### src/inc/ddcs_pkg.sv
package ddcs_pkg;
    // Register indices; byte address is four times the index
    localparam int unsigned IDX_W = 12;
    localparam logic [11:0] IDX_XFER = 12'h00F;
    localparam logic [11:0] IDX_SYNC = 12'h300;
    localparam logic [11:0] IDX_FIRST_DOWNCONVERTER = 12'h310;
    localparam logic [11:0] IDX_WORD0 = 12'h314;
    localparam int unsigned NUM_WORDS = 4;
    localparam int unsigned WORD_W_DEF = 32;
    // Field positions
    localparam int unsigned XFER_BIT = 0;
    localparam int unsigned SYNC_UPD_MODE = 7;
    localparam int unsigned SYNC_SOFT_RST = 4;
    localparam int unsigned SYNC_ONE_SHOT = 1;
    localparam int unsigned SYNC_ALIGN_EN = 0;
    localparam int unsigned D0_MIXER = 7;
    localparam int unsigned D0_GAIN = 6;
    localparam int unsigned D0_IF_HI = 5;
    localparam int unsigned D0_IF_LO = 4;
    localparam int unsigned D0_C2R = 3;
    // Reset values
    localparam logic [7:0] SYNC_RESET = 8'h00;
    localparam logic [7:0] FIRST_DOWNCONVERTER_RESET = 8'h00;
    // Bus codes
    localparam logic [1:0] HTRANS_NONSEQ = 2'h2;
    localparam logic [2:0] HSIZE_WORD = 3'h2;

    typedef enum logic [1:0] {
        DDCS_IF_VAR = 2'b00,
        DDCS_IF_ZERO = 2'b01,
        DDCS_IF_FS = 2'b10,
        DDCS_IF_TEST = 2'b11
    } ddcs_if_mode_t;

    typedef struct packed {
        logic complex_mixer;
        logic gain_x2;
        ddcs_if_mode_t if_mode;
        logic real_only;
    } ddcs_mix_t;

    typedef struct packed {
        logic update_sync;
        logic osc_soft_reset;
        logic one_shot_align;
        logic align_enable;
    } ddcs_sync_t;
endpackage

### src/rtl/ddcs_align.sv
`timescale 1ns/1ns
module ddcs_align
    import ddcs_pkg::*;
(
    input wire logic core_clk,
    input wire logic rst_b,
    input wire logic sysref_pin,
    input wire logic align_enable,
    input wire logic one_shot_align,
    output logic align_pulse,
    output logic align_clear
);
    logic sync1;
    logic sync2;
    logic sync3;
    logic edge_seen;

    // Two-stage synchroniser plus a history stage for edge detection
    always_ff @(posedge core_clk or negedge rst_b) begin
        if (!rst_b) begin
            sync1 <= 1'b0;
            sync2 <= 1'b0;
            sync3 <= 1'b0;
        end else begin
            sync1 <= sysref_pin;
            sync2 <= sync1;
            sync3 <= sync2;
        end
    end

    assign edge_seen = sync2 & ~sync3;

    // Edges while disabled are dropped; in one-shot the enable is gone before the next edge can pass
    always_ff @(posedge core_clk or negedge rst_b) begin
        if (!rst_b) begin
            align_pulse <= 1'b0;
            align_clear <= 1'b0;
        end else begin
            align_pulse <= edge_seen & align_enable;
            align_clear <= edge_seen & align_enable & one_shot_align;
        end
    end

    property p_pulse_cause;
        @(posedge core_clk) disable iff (!rst_b)
        align_pulse |-> $past(align_enable) && $past(sync2) && !$past(sync3);
    endproperty
    a_pulse_cause: assert property (p_pulse_cause) else $error("align pulse without enabled edge");

    property p_clear_one_shot;
        @(posedge core_clk) disable iff (!rst_b)
        align_clear |-> align_pulse && $past(one_shot_align);
    endproperty
    a_clear_one_shot: assert property (p_clear_one_shot) else $error("enable cleared outside one-shot");
endmodule

### src/rtl/ddcs_ctrl.sv
// The AHB-Lite slave port was chosen for this implementation.
`timescale 1ns/1ns
// Functional notes
// Mode 0 applies oscillator words on each write
// Mode 1 stages words until transfer strobe
// Soft reset bit holds downconverters in reset
// Continuous alignment needs integer-multiple timing reference
// One-shot uses first valid edge only
// Alignment enable; self-clears after one-shot event
// Software enables timing input before aligning
// Mixer bit selects real or complex mixer
// Gain bit doubles downconverter output
// Two-bit field selects intermediate-frequency mode
// Complex-to-real bit keeps only real path
// Fields reset zero; reserved bits read zero
module ddcs_ctrl
    import ddcs_pkg::*;
#(
    parameter int unsigned WORD_W = WORD_W_DEF
) (
    input wire logic core_clk,
    input wire logic rst_b,
    input wire logic hsel,
    input wire logic [31:0] haddr,
    input wire logic [1:0] htrans,
    input wire logic hwrite,
    input wire logic [2:0] hsize,
    input wire logic [31:0] hwdata,
    input wire logic hready,
    output logic [31:0] hrdata,
    output logic hreadyout,
    output logic hresp,
    input wire logic sysref_pin,
    output logic [NUM_WORDS-1:0][WORD_W-1:0] osc_words,
    output logic osc_hold_reset,
    output logic osc_align_pulse,
    output ddcs_mix_t mixer_cfg
);
    // Elaboration check; word registers are at most one bus word wide
    if (WORD_W < 1 || WORD_W > 32) begin : g_bad_width
        $error("WORD_W must lie in 1..32");
    end

    function automatic logic hit(input logic [IDX_W-1:0] idx, input logic [IDX_W-1:0] ref_idx);
        hit = (idx == ref_idx);
    endfunction

    logic dp_valid;
    logic dp_write;
    logic [IDX_W-1:0] dp_idx;
    logic [IDX_W-1:0] ap_idx;
    logic ap_take;
    logic wr;
    logic xfer_go;
    logic align_clear;
    ddcs_sync_t sync_cfg;
    logic [WORD_W-1:0] staged [NUM_WORDS];
    logic [31:0] next_rdata;

    // Zero-wait slave: every answer is OKAY and ready
    assign hreadyout = 1'b1;
    assign hresp = 1'b0;
    assign ap_idx = haddr[IDX_W+1:2];
    assign ap_take = hsel && hready && (htrans == HTRANS_NONSEQ) && (hsize == HSIZE_WORD);
    assign wr = dp_valid && dp_write;

    // Address phase capture; non-word sizes are accepted but have no effect
    always_ff @(posedge core_clk or negedge rst_b) begin
        if (!rst_b) begin
            dp_valid <= 1'b0;
            dp_write <= 1'b0;
            dp_idx <= '0;
        end else begin
            dp_valid <= ap_take;
            dp_write <= hwrite;
            dp_idx <= ap_idx;
        end
    end

    // Alignment and update-mode controls; a software write wins over the self-clear
    always_ff @(posedge core_clk or negedge rst_b) begin
        if (!rst_b) begin
            sync_cfg <= '0;
        end else if (wr && hit(dp_idx, IDX_SYNC)) begin
            sync_cfg.update_sync <= hwdata[SYNC_UPD_MODE];
            sync_cfg.osc_soft_reset <= hwdata[SYNC_SOFT_RST];
            sync_cfg.one_shot_align <= hwdata[SYNC_ONE_SHOT];
            sync_cfg.align_enable <= hwdata[SYNC_ALIGN_EN];
        end else if (align_clear) begin
            sync_cfg.align_enable <= 1'b0;
        end
    end

    // First downconverter mixer setup
    always_ff @(posedge core_clk or negedge rst_b) begin
        if (!rst_b) begin
            mixer_cfg <= '0;
        end else if (wr && hit(dp_idx, IDX_FIRST_DOWNCONVERTER)) begin
            mixer_cfg.complex_mixer <= hwdata[D0_MIXER];
            mixer_cfg.gain_x2 <= hwdata[D0_GAIN];
            mixer_cfg.if_mode <= ddcs_if_mode_t'(hwdata[D0_IF_HI:D0_IF_LO]);
            mixer_cfg.real_only <= hwdata[D0_C2R];
        end
    end

    // Transfer strobe is write-only and reads back as zero
    assign xfer_go = wr && hit(dp_idx, IDX_XFER) && hwdata[XFER_BIT] && sync_cfg.update_sync;

    // Staged and applied oscillator words, one pair per word
    genvar g;
    generate
        for (g = 0; g < NUM_WORDS; g++) begin : g_word
            localparam logic [IDX_W-1:0] MY_IDX = IDX_WORD0 + IDX_W'(g);
            always_ff @(posedge core_clk or negedge rst_b) begin
                if (!rst_b) begin
                    staged[g] <= '0;
                end else if (wr && hit(dp_idx, MY_IDX)) begin
                    staged[g] <= hwdata[WORD_W-1:0];
                end
            end
            always_ff @(posedge core_clk or negedge rst_b) begin
                if (!rst_b) begin
                    osc_words[g] <= '0;
                end else if (wr && hit(dp_idx, MY_IDX) && !sync_cfg.update_sync) begin
                    osc_words[g] <= hwdata[WORD_W-1:0];
                end else if (xfer_go) begin
                    osc_words[g] <= staged[g];
                end
            end
        end
    endgenerate

    // Read mux; unmapped addresses and reserved bits give zero
    always_comb begin
        next_rdata = 32'h00000000;
        if (hit(ap_idx, IDX_SYNC)) begin
            next_rdata[SYNC_UPD_MODE] = sync_cfg.update_sync;
            next_rdata[SYNC_SOFT_RST] = sync_cfg.osc_soft_reset;
            next_rdata[SYNC_ONE_SHOT] = sync_cfg.one_shot_align;
            next_rdata[SYNC_ALIGN_EN] = sync_cfg.align_enable;
        end else if (hit(ap_idx, IDX_FIRST_DOWNCONVERTER)) begin
            next_rdata[D0_MIXER] = mixer_cfg.complex_mixer;
            next_rdata[D0_GAIN] = mixer_cfg.gain_x2;
            next_rdata[D0_IF_HI:D0_IF_LO] = mixer_cfg.if_mode;
            next_rdata[D0_C2R] = mixer_cfg.real_only;
        end else begin
            for (int i = 0; i < NUM_WORDS; i++) begin
                if (hit(ap_idx, IDX_WORD0 + IDX_W'(i))) begin
                    next_rdata[WORD_W-1:0] = staged[i];
                end
            end
        end
    end

    // Read data registered at the address phase so it stands for the whole data phase
    always_ff @(posedge core_clk or negedge rst_b) begin
        if (!rst_b) begin
            hrdata <= 32'h00000000;
        end else if (ap_take && !hwrite) begin
            hrdata <= next_rdata;
        end
    end

    // Downconverters stay in reset while the bit is set; osc_hold_reset follows the bit directly
    assign osc_hold_reset = sync_cfg.osc_soft_reset;

    ddcs_align u_align (
        .core_clk(core_clk),
        .rst_b(rst_b),
        .sysref_pin(sysref_pin),
        .align_enable(sync_cfg.align_enable),
        .one_shot_align(sync_cfg.one_shot_align),
        .align_pulse(osc_align_pulse),
        .align_clear(align_clear)
    );

    property p_imm_apply;
        @(posedge core_clk) disable iff (!rst_b)
        wr && hit(dp_idx, IDX_WORD0) && !sync_cfg.update_sync |=> osc_words[0] == $past(hwdata[WORD_W-1:0]);
    endproperty
    a_imm_apply: assert property (p_imm_apply) else $error("word not applied at once");

    property p_staged_hold;
        @(posedge core_clk) disable iff (!rst_b)
        sync_cfg.update_sync && !xfer_go |=> $stable(osc_words);
    endproperty
    a_staged_hold: assert property (p_staged_hold) else $error("word applied without transfer");

    property p_xfer_apply;
        @(posedge core_clk) disable iff (!rst_b)
        xfer_go |=> osc_words[1] == $past(staged[1]);
    endproperty
    a_xfer_apply: assert property (p_xfer_apply) else $error("transfer did not apply staged word");

    property p_soft_reset;
        @(posedge core_clk) disable iff (!rst_b)
        wr && hit(dp_idx, IDX_SYNC) |=> osc_hold_reset == $past(hwdata[SYNC_SOFT_RST]);
    endproperty
    a_soft_reset: assert property (p_soft_reset) else $error("hold reset does not follow write");

    property p_self_clear;
        @(posedge core_clk) disable iff (!rst_b)
        osc_align_pulse && $past(sync_cfg.one_shot_align) && !(wr && hit(dp_idx, IDX_SYNC)) |=> !sync_cfg.align_enable;
    endproperty
    a_self_clear: assert property (p_self_clear) else $error("enable not cleared after one-shot");

    property p_one_shot_once;
        @(posedge core_clk) disable iff (!rst_b)
        osc_align_pulse && $past(sync_cfg.one_shot_align) && !wr ##1 !wr [*4] |-> !osc_align_pulse;
    endproperty
    a_one_shot_once: assert property (p_one_shot_once) else $error("second edge used in one-shot");

    property p_mixer_fields;
        @(posedge core_clk) disable iff (!rst_b)
        wr && hit(dp_idx, IDX_FIRST_DOWNCONVERTER) |=> mixer_cfg.complex_mixer == $past(hwdata[D0_MIXER])
            && mixer_cfg.gain_x2 == $past(hwdata[D0_GAIN]);
    endproperty
    a_mixer_fields: assert property (p_mixer_fields) else $error("mixer or gain field wrong");

    property p_if_c2r;
        @(posedge core_clk) disable iff (!rst_b)
        wr && hit(dp_idx, IDX_FIRST_DOWNCONVERTER) |=> mixer_cfg.if_mode == $past(hwdata[D0_IF_HI:D0_IF_LO])
            && mixer_cfg.real_only == $past(hwdata[D0_C2R]);
    endproperty
    a_if_c2r: assert property (p_if_c2r) else $error("mode or real-only field wrong");

    property p_reserved_zero;
        @(posedge core_clk) disable iff (!rst_b)
        ap_take && !hwrite && (hit(ap_idx, IDX_SYNC) || hit(ap_idx, IDX_FIRST_DOWNCONVERTER) || hit(ap_idx, IDX_XFER))
            |=> hrdata[31:8] == 24'h000000
            && (!hit($past(ap_idx), IDX_SYNC) || (hrdata[6:5] == 2'h0 && hrdata[3:2] == 2'h0))
            && (!hit($past(ap_idx), IDX_FIRST_DOWNCONVERTER) || hrdata[2:0] == 3'h0)
            && (!hit($past(ap_idx), IDX_XFER) || hrdata[7:0] == 8'h00);
    endproperty
    a_reserved_zero: assert property (p_reserved_zero) else $error("reserved bits not zero");
endmodule

### config.mk
export PLATFORM = sky130hd
export DESIGN_NAME = ddcs_ctrl
export DESIGN_NICKNAME = d
export VERILOG_FILES = /design/src/inc/ddcs_pkg.sv /design/src/rtl/ddcs_align.sv /design/src/rtl/ddcs_ctrl.sv
export SDC_FILE = /design/constraint.sdc
export NUM_CORES = 1
export LEC_CHECK = 0
export BUFFER_PORTS_ARGS = -buffer_cell sky130_fd_sc_hd__buf_2
export CORE_MARGIN = 3
export CORE_UTILIZATION = 50
export DETAILED_ROUTE_END_ITERATION = 8
export MAX_ROUTING_LAYER = met4
export PLACE_DENSITY = 0.74
export SETUP_SLACK_MARGIN = 0.2
export SYNTH_ARGS = -nofsm -noshare
export SYNTH_HDL_FRONTEND = slang
export SYNTH_SLANG_ARGS = --single-unit
### constraint.sdc
create_clock -name core_clk -period 2 [get_ports core_clk]
set_input_delay 0.3 -clock core_clk [delete_from_list [all_inputs] [get_ports core_clk]]
set_output_delay 0.3 -clock core_clk [all_outputs]
set_load 0.05 [all_outputs]
==> flow_metrics.py <==
metrics = {
    "yosys": {
        "synthArstFlopShare": 1.00,
        "ys.flop_type": "dfrtp_1",
        "syn-num-nets": 1290,
        "ys_ff_latch": 316,
        "syn_avg_cell_area_sq_um": 11.4,
        "synth_cell_types": 48,
        "synth_edf_count": 0,
        "yosysSeqAreaShare": 0.570,
        "synth_area_sq_um": 13900,
        "synth_warnings": 0,
        "synthCells": 1215,
    },
    "setup_path": {
        "cp_slowest_cell": "or4b_4",
        "worstSetupPathDepth": 7,
        "reg2reg_depth": 7,
        "endpoint_kind": "flip-flop",
        "critPathMaxFanout": 8,
        "required_ns": 2.40,
        "critPathLaunchType": "flip-flop",
        "crit_family": "simple AND/OR/NAND/NOR gates",
        "crit_path_frequent_cell": "buf_12",
        "path_cells": "or4b_4, buf_8, nor4_4, buf_4, buf_12, buf_12, mux2_4",
        "critPathKind": "reg2reg",
        "worstPathArrival_ns": 2.74,
        "slowest_delay_ns": 0.56,
        "cp_num_buf_inv": 4,
    },
    "timing": {
        "worst_slack_ns": -0.341,
        "finalClockSkew_ns": 0.0179,
        "slew_viol_final": 0,
        "setup_violations": 257,
        "max-slew-margin-rel": 0.653,
        "finalCriticalPeriod_ns": 2.34,
        "finalCritPeriodShare": 1.17,
        "rsz0062_at_grt": "yes",
        "worst_pin_slew_ns": 0.513,
        "hold_viol": 0,
        "max_freq_mhz": 427,
    },
    "power": {
        "p_per_area_nw_per_um2": 700,
        "finalPower_mw": 14.8,
        "p_leak_nw": 10.6,
        "ir_drop_mv": 0.720,
    },
    "hold_path": {
        "hold_class": "in2reg",
        "worstHoldPathCells": 1,
    },
    "clocking": {
        "clock_latency_ns": 0.53,
        "cts_max_level": 2,
        "clock_path_buffers": 3,
        "cts_buffers": 35,
        "path_clk_slew_ns": 0.07,
        "cts_tree": "yes",
        "clockRootBuffer": "clkbuf_16",
        "clkSinkCount": 316,
    },
    "floorplanning": {
        "coreArea_sq_um": 27100,
        "initial_core_util": 0.512,
        "die_h_um": 173,
        "io_pins": 244,
        "fp.dieW_um": 173,
        "die_area_sq_um": 29800,
        "rows": 60,
    },
    "run_status": {
        "violations": "setup timing",
        "status": "finished with violations",
    },
    "global_route": {
        "grt_pass1_vias": 12400,
        "grt_max_degree": 72,
        "grt_use_total": 0.339,
        "grt_remaining_overflow": 0,
        "antenna_found_initial": 0,
        "grt_pass1_wl_um": 75800,
    },
    "finish": {
        "fillCellCount": 1352,
        "layout_commonest_cell": "dfrtp_1",
        "layout_common_cells": "dfrtp_1, buf_2, nand2_1, mux2_4, nand3_2",
        "area_delta_synth_final_pct": 52.5,
        "final_nets": 1649,
        "drive_above_1_share": 0.546,
    },
    "placement": {
        "port_buffers": 221,
        "dp_hpwl_um": 25700,
        "dp_slack_ns": -0.278,
        "gp_congestion": 0.882,
    },
    "route": {
        "totalWireLength_um": 61300,
        "drtPass1Iterations": 5,
        "drt_iter0_markers": 1935,
        "dr_total_vias": 13200,
        "routedWlPerCell_um": 31.0,
        "drc": 0,
        "viasPerCell": 6.68,
        "postRouteAntennaNets": 0,
    },
    "run": {
        "cap_violations": 0,
    },
}
==> final timing paths <==
check,slack [ns],from,endpoint
max,-0.34,dp_idx[6],staged[80]
min,0.05,haddr[3],dp_idx[1]
max reg2reg,-0.34,dp_idx[6],staged[80]
min reg2reg,0.35,u_align.sync1,u_align.sync2
max in group asynchronous,0.96,rst_b,osc_words[51]
min in group asynchronous,0.28,rst_b,osc_words[35]
==> stage by stage <==
step	cell area [sq um]	TNS (ns)	cells	hold slack, ns	utilization
5_1_grt	21200	-52.23	1972	0.0429	0.780
3_3_place_gp	16200	-25.31	1784	0.229	0.599
3_5_place_dp	16200	-29.51	1784	0.228	0.599
2_1_floorplan	14300	-15.68	1215	0.00441	-
6_report	21200	-41.88	1973	0.0457	0.781
4_1_cts	19200	-17.58	1922	0.0362	0.710
==> cell usage after synthesis, types with 12 or more instances <==
cell type    n  area (sq um)
o22ai_1     24           150
mux2_2     158          1780
dfrtp_1    316          7910
nand2_1    144           541
nor2_1      82           308
o31ai_1     26           195
clkbuf_1    58           218
nand3_1    113           566
a21oi_1     57           285
a22oi_1     42           315
nor2b_1     12          75.1
mux2i_1     59           591
buf_2       17          85.1
==> cells by family (layout without fill, tap and decap cells) <==
logic type,after synthesis,after routing,synth area share
AO/OA/AOI/OAI,165,165,0.0760
buffers and inverters,99,484,0.0324
flip-flops,316,316,0.570
multiplexers,224,224,0.179
other,2,3,0.000542
AND/OR/NAND/NOR,409,409,0.142
==> where the power goes <==
part / internal (mW) / switching, mW
Combinational: 0.326 / 0.749
Clock: 4.33 / 2.80
Sequential: 6.51 / 0.102
==> area by class of cell <==
cell class / instances / area [sq um] / area share
Sequential cell: 316 / 7910 / 0.374
Multi-Input combinational cell: 800 / 7210 / 0.341
Timing Repair Buffer: 418 / 4300 / 0.203
Clock buffer: 50 / 1050 / 0.0498
Tap cell: 372 / 465 / 0.0220
Clock inverter: 13 / 210 / 0.00994
Inverter: 3 / 11.3 / 0.000532
Antenna cell: 1 / 2.50 / 0.000118
==> flip-flops by register name, summed over array words and instances (netlist names), 3 cells and up <==
signal	count
dp_idx	12
hrdata	32
mixer_cfg	5
osc_words	128
staged	128
sync_cfg	3
==> worst register-to-register path: cells and delay by family (launching register included) <==
kind | cells | cell delay (ns)
multiplexers | 1 | 0.32
buffers and inverters | 4 | 0.68
AND/OR/NAND/NOR | 2 | 0.82
flip-flops | 1 | 0.39
==> layer usage <==
layer	GRT usage	up-vias	part of all wire
met3	0.0815	384	0.13
met2	0.511	1196	0.45
met4	0.161	0	0.077
met5	-	-	0
li1	-	5093	-
met1	0.436	6515	0.35
==> timing repair <==
action                                 4_1_cts  5_1_grt
buffers inserted                            37       22
pin swaps                                   63       79
hold buffers                                13        0
gates resized for setup                    172      250
cloned                                      25       28
setup endpoints to repair                  254      287
endpoints found under the hold margin       51        0
Power figures use the tool's default switching activity.
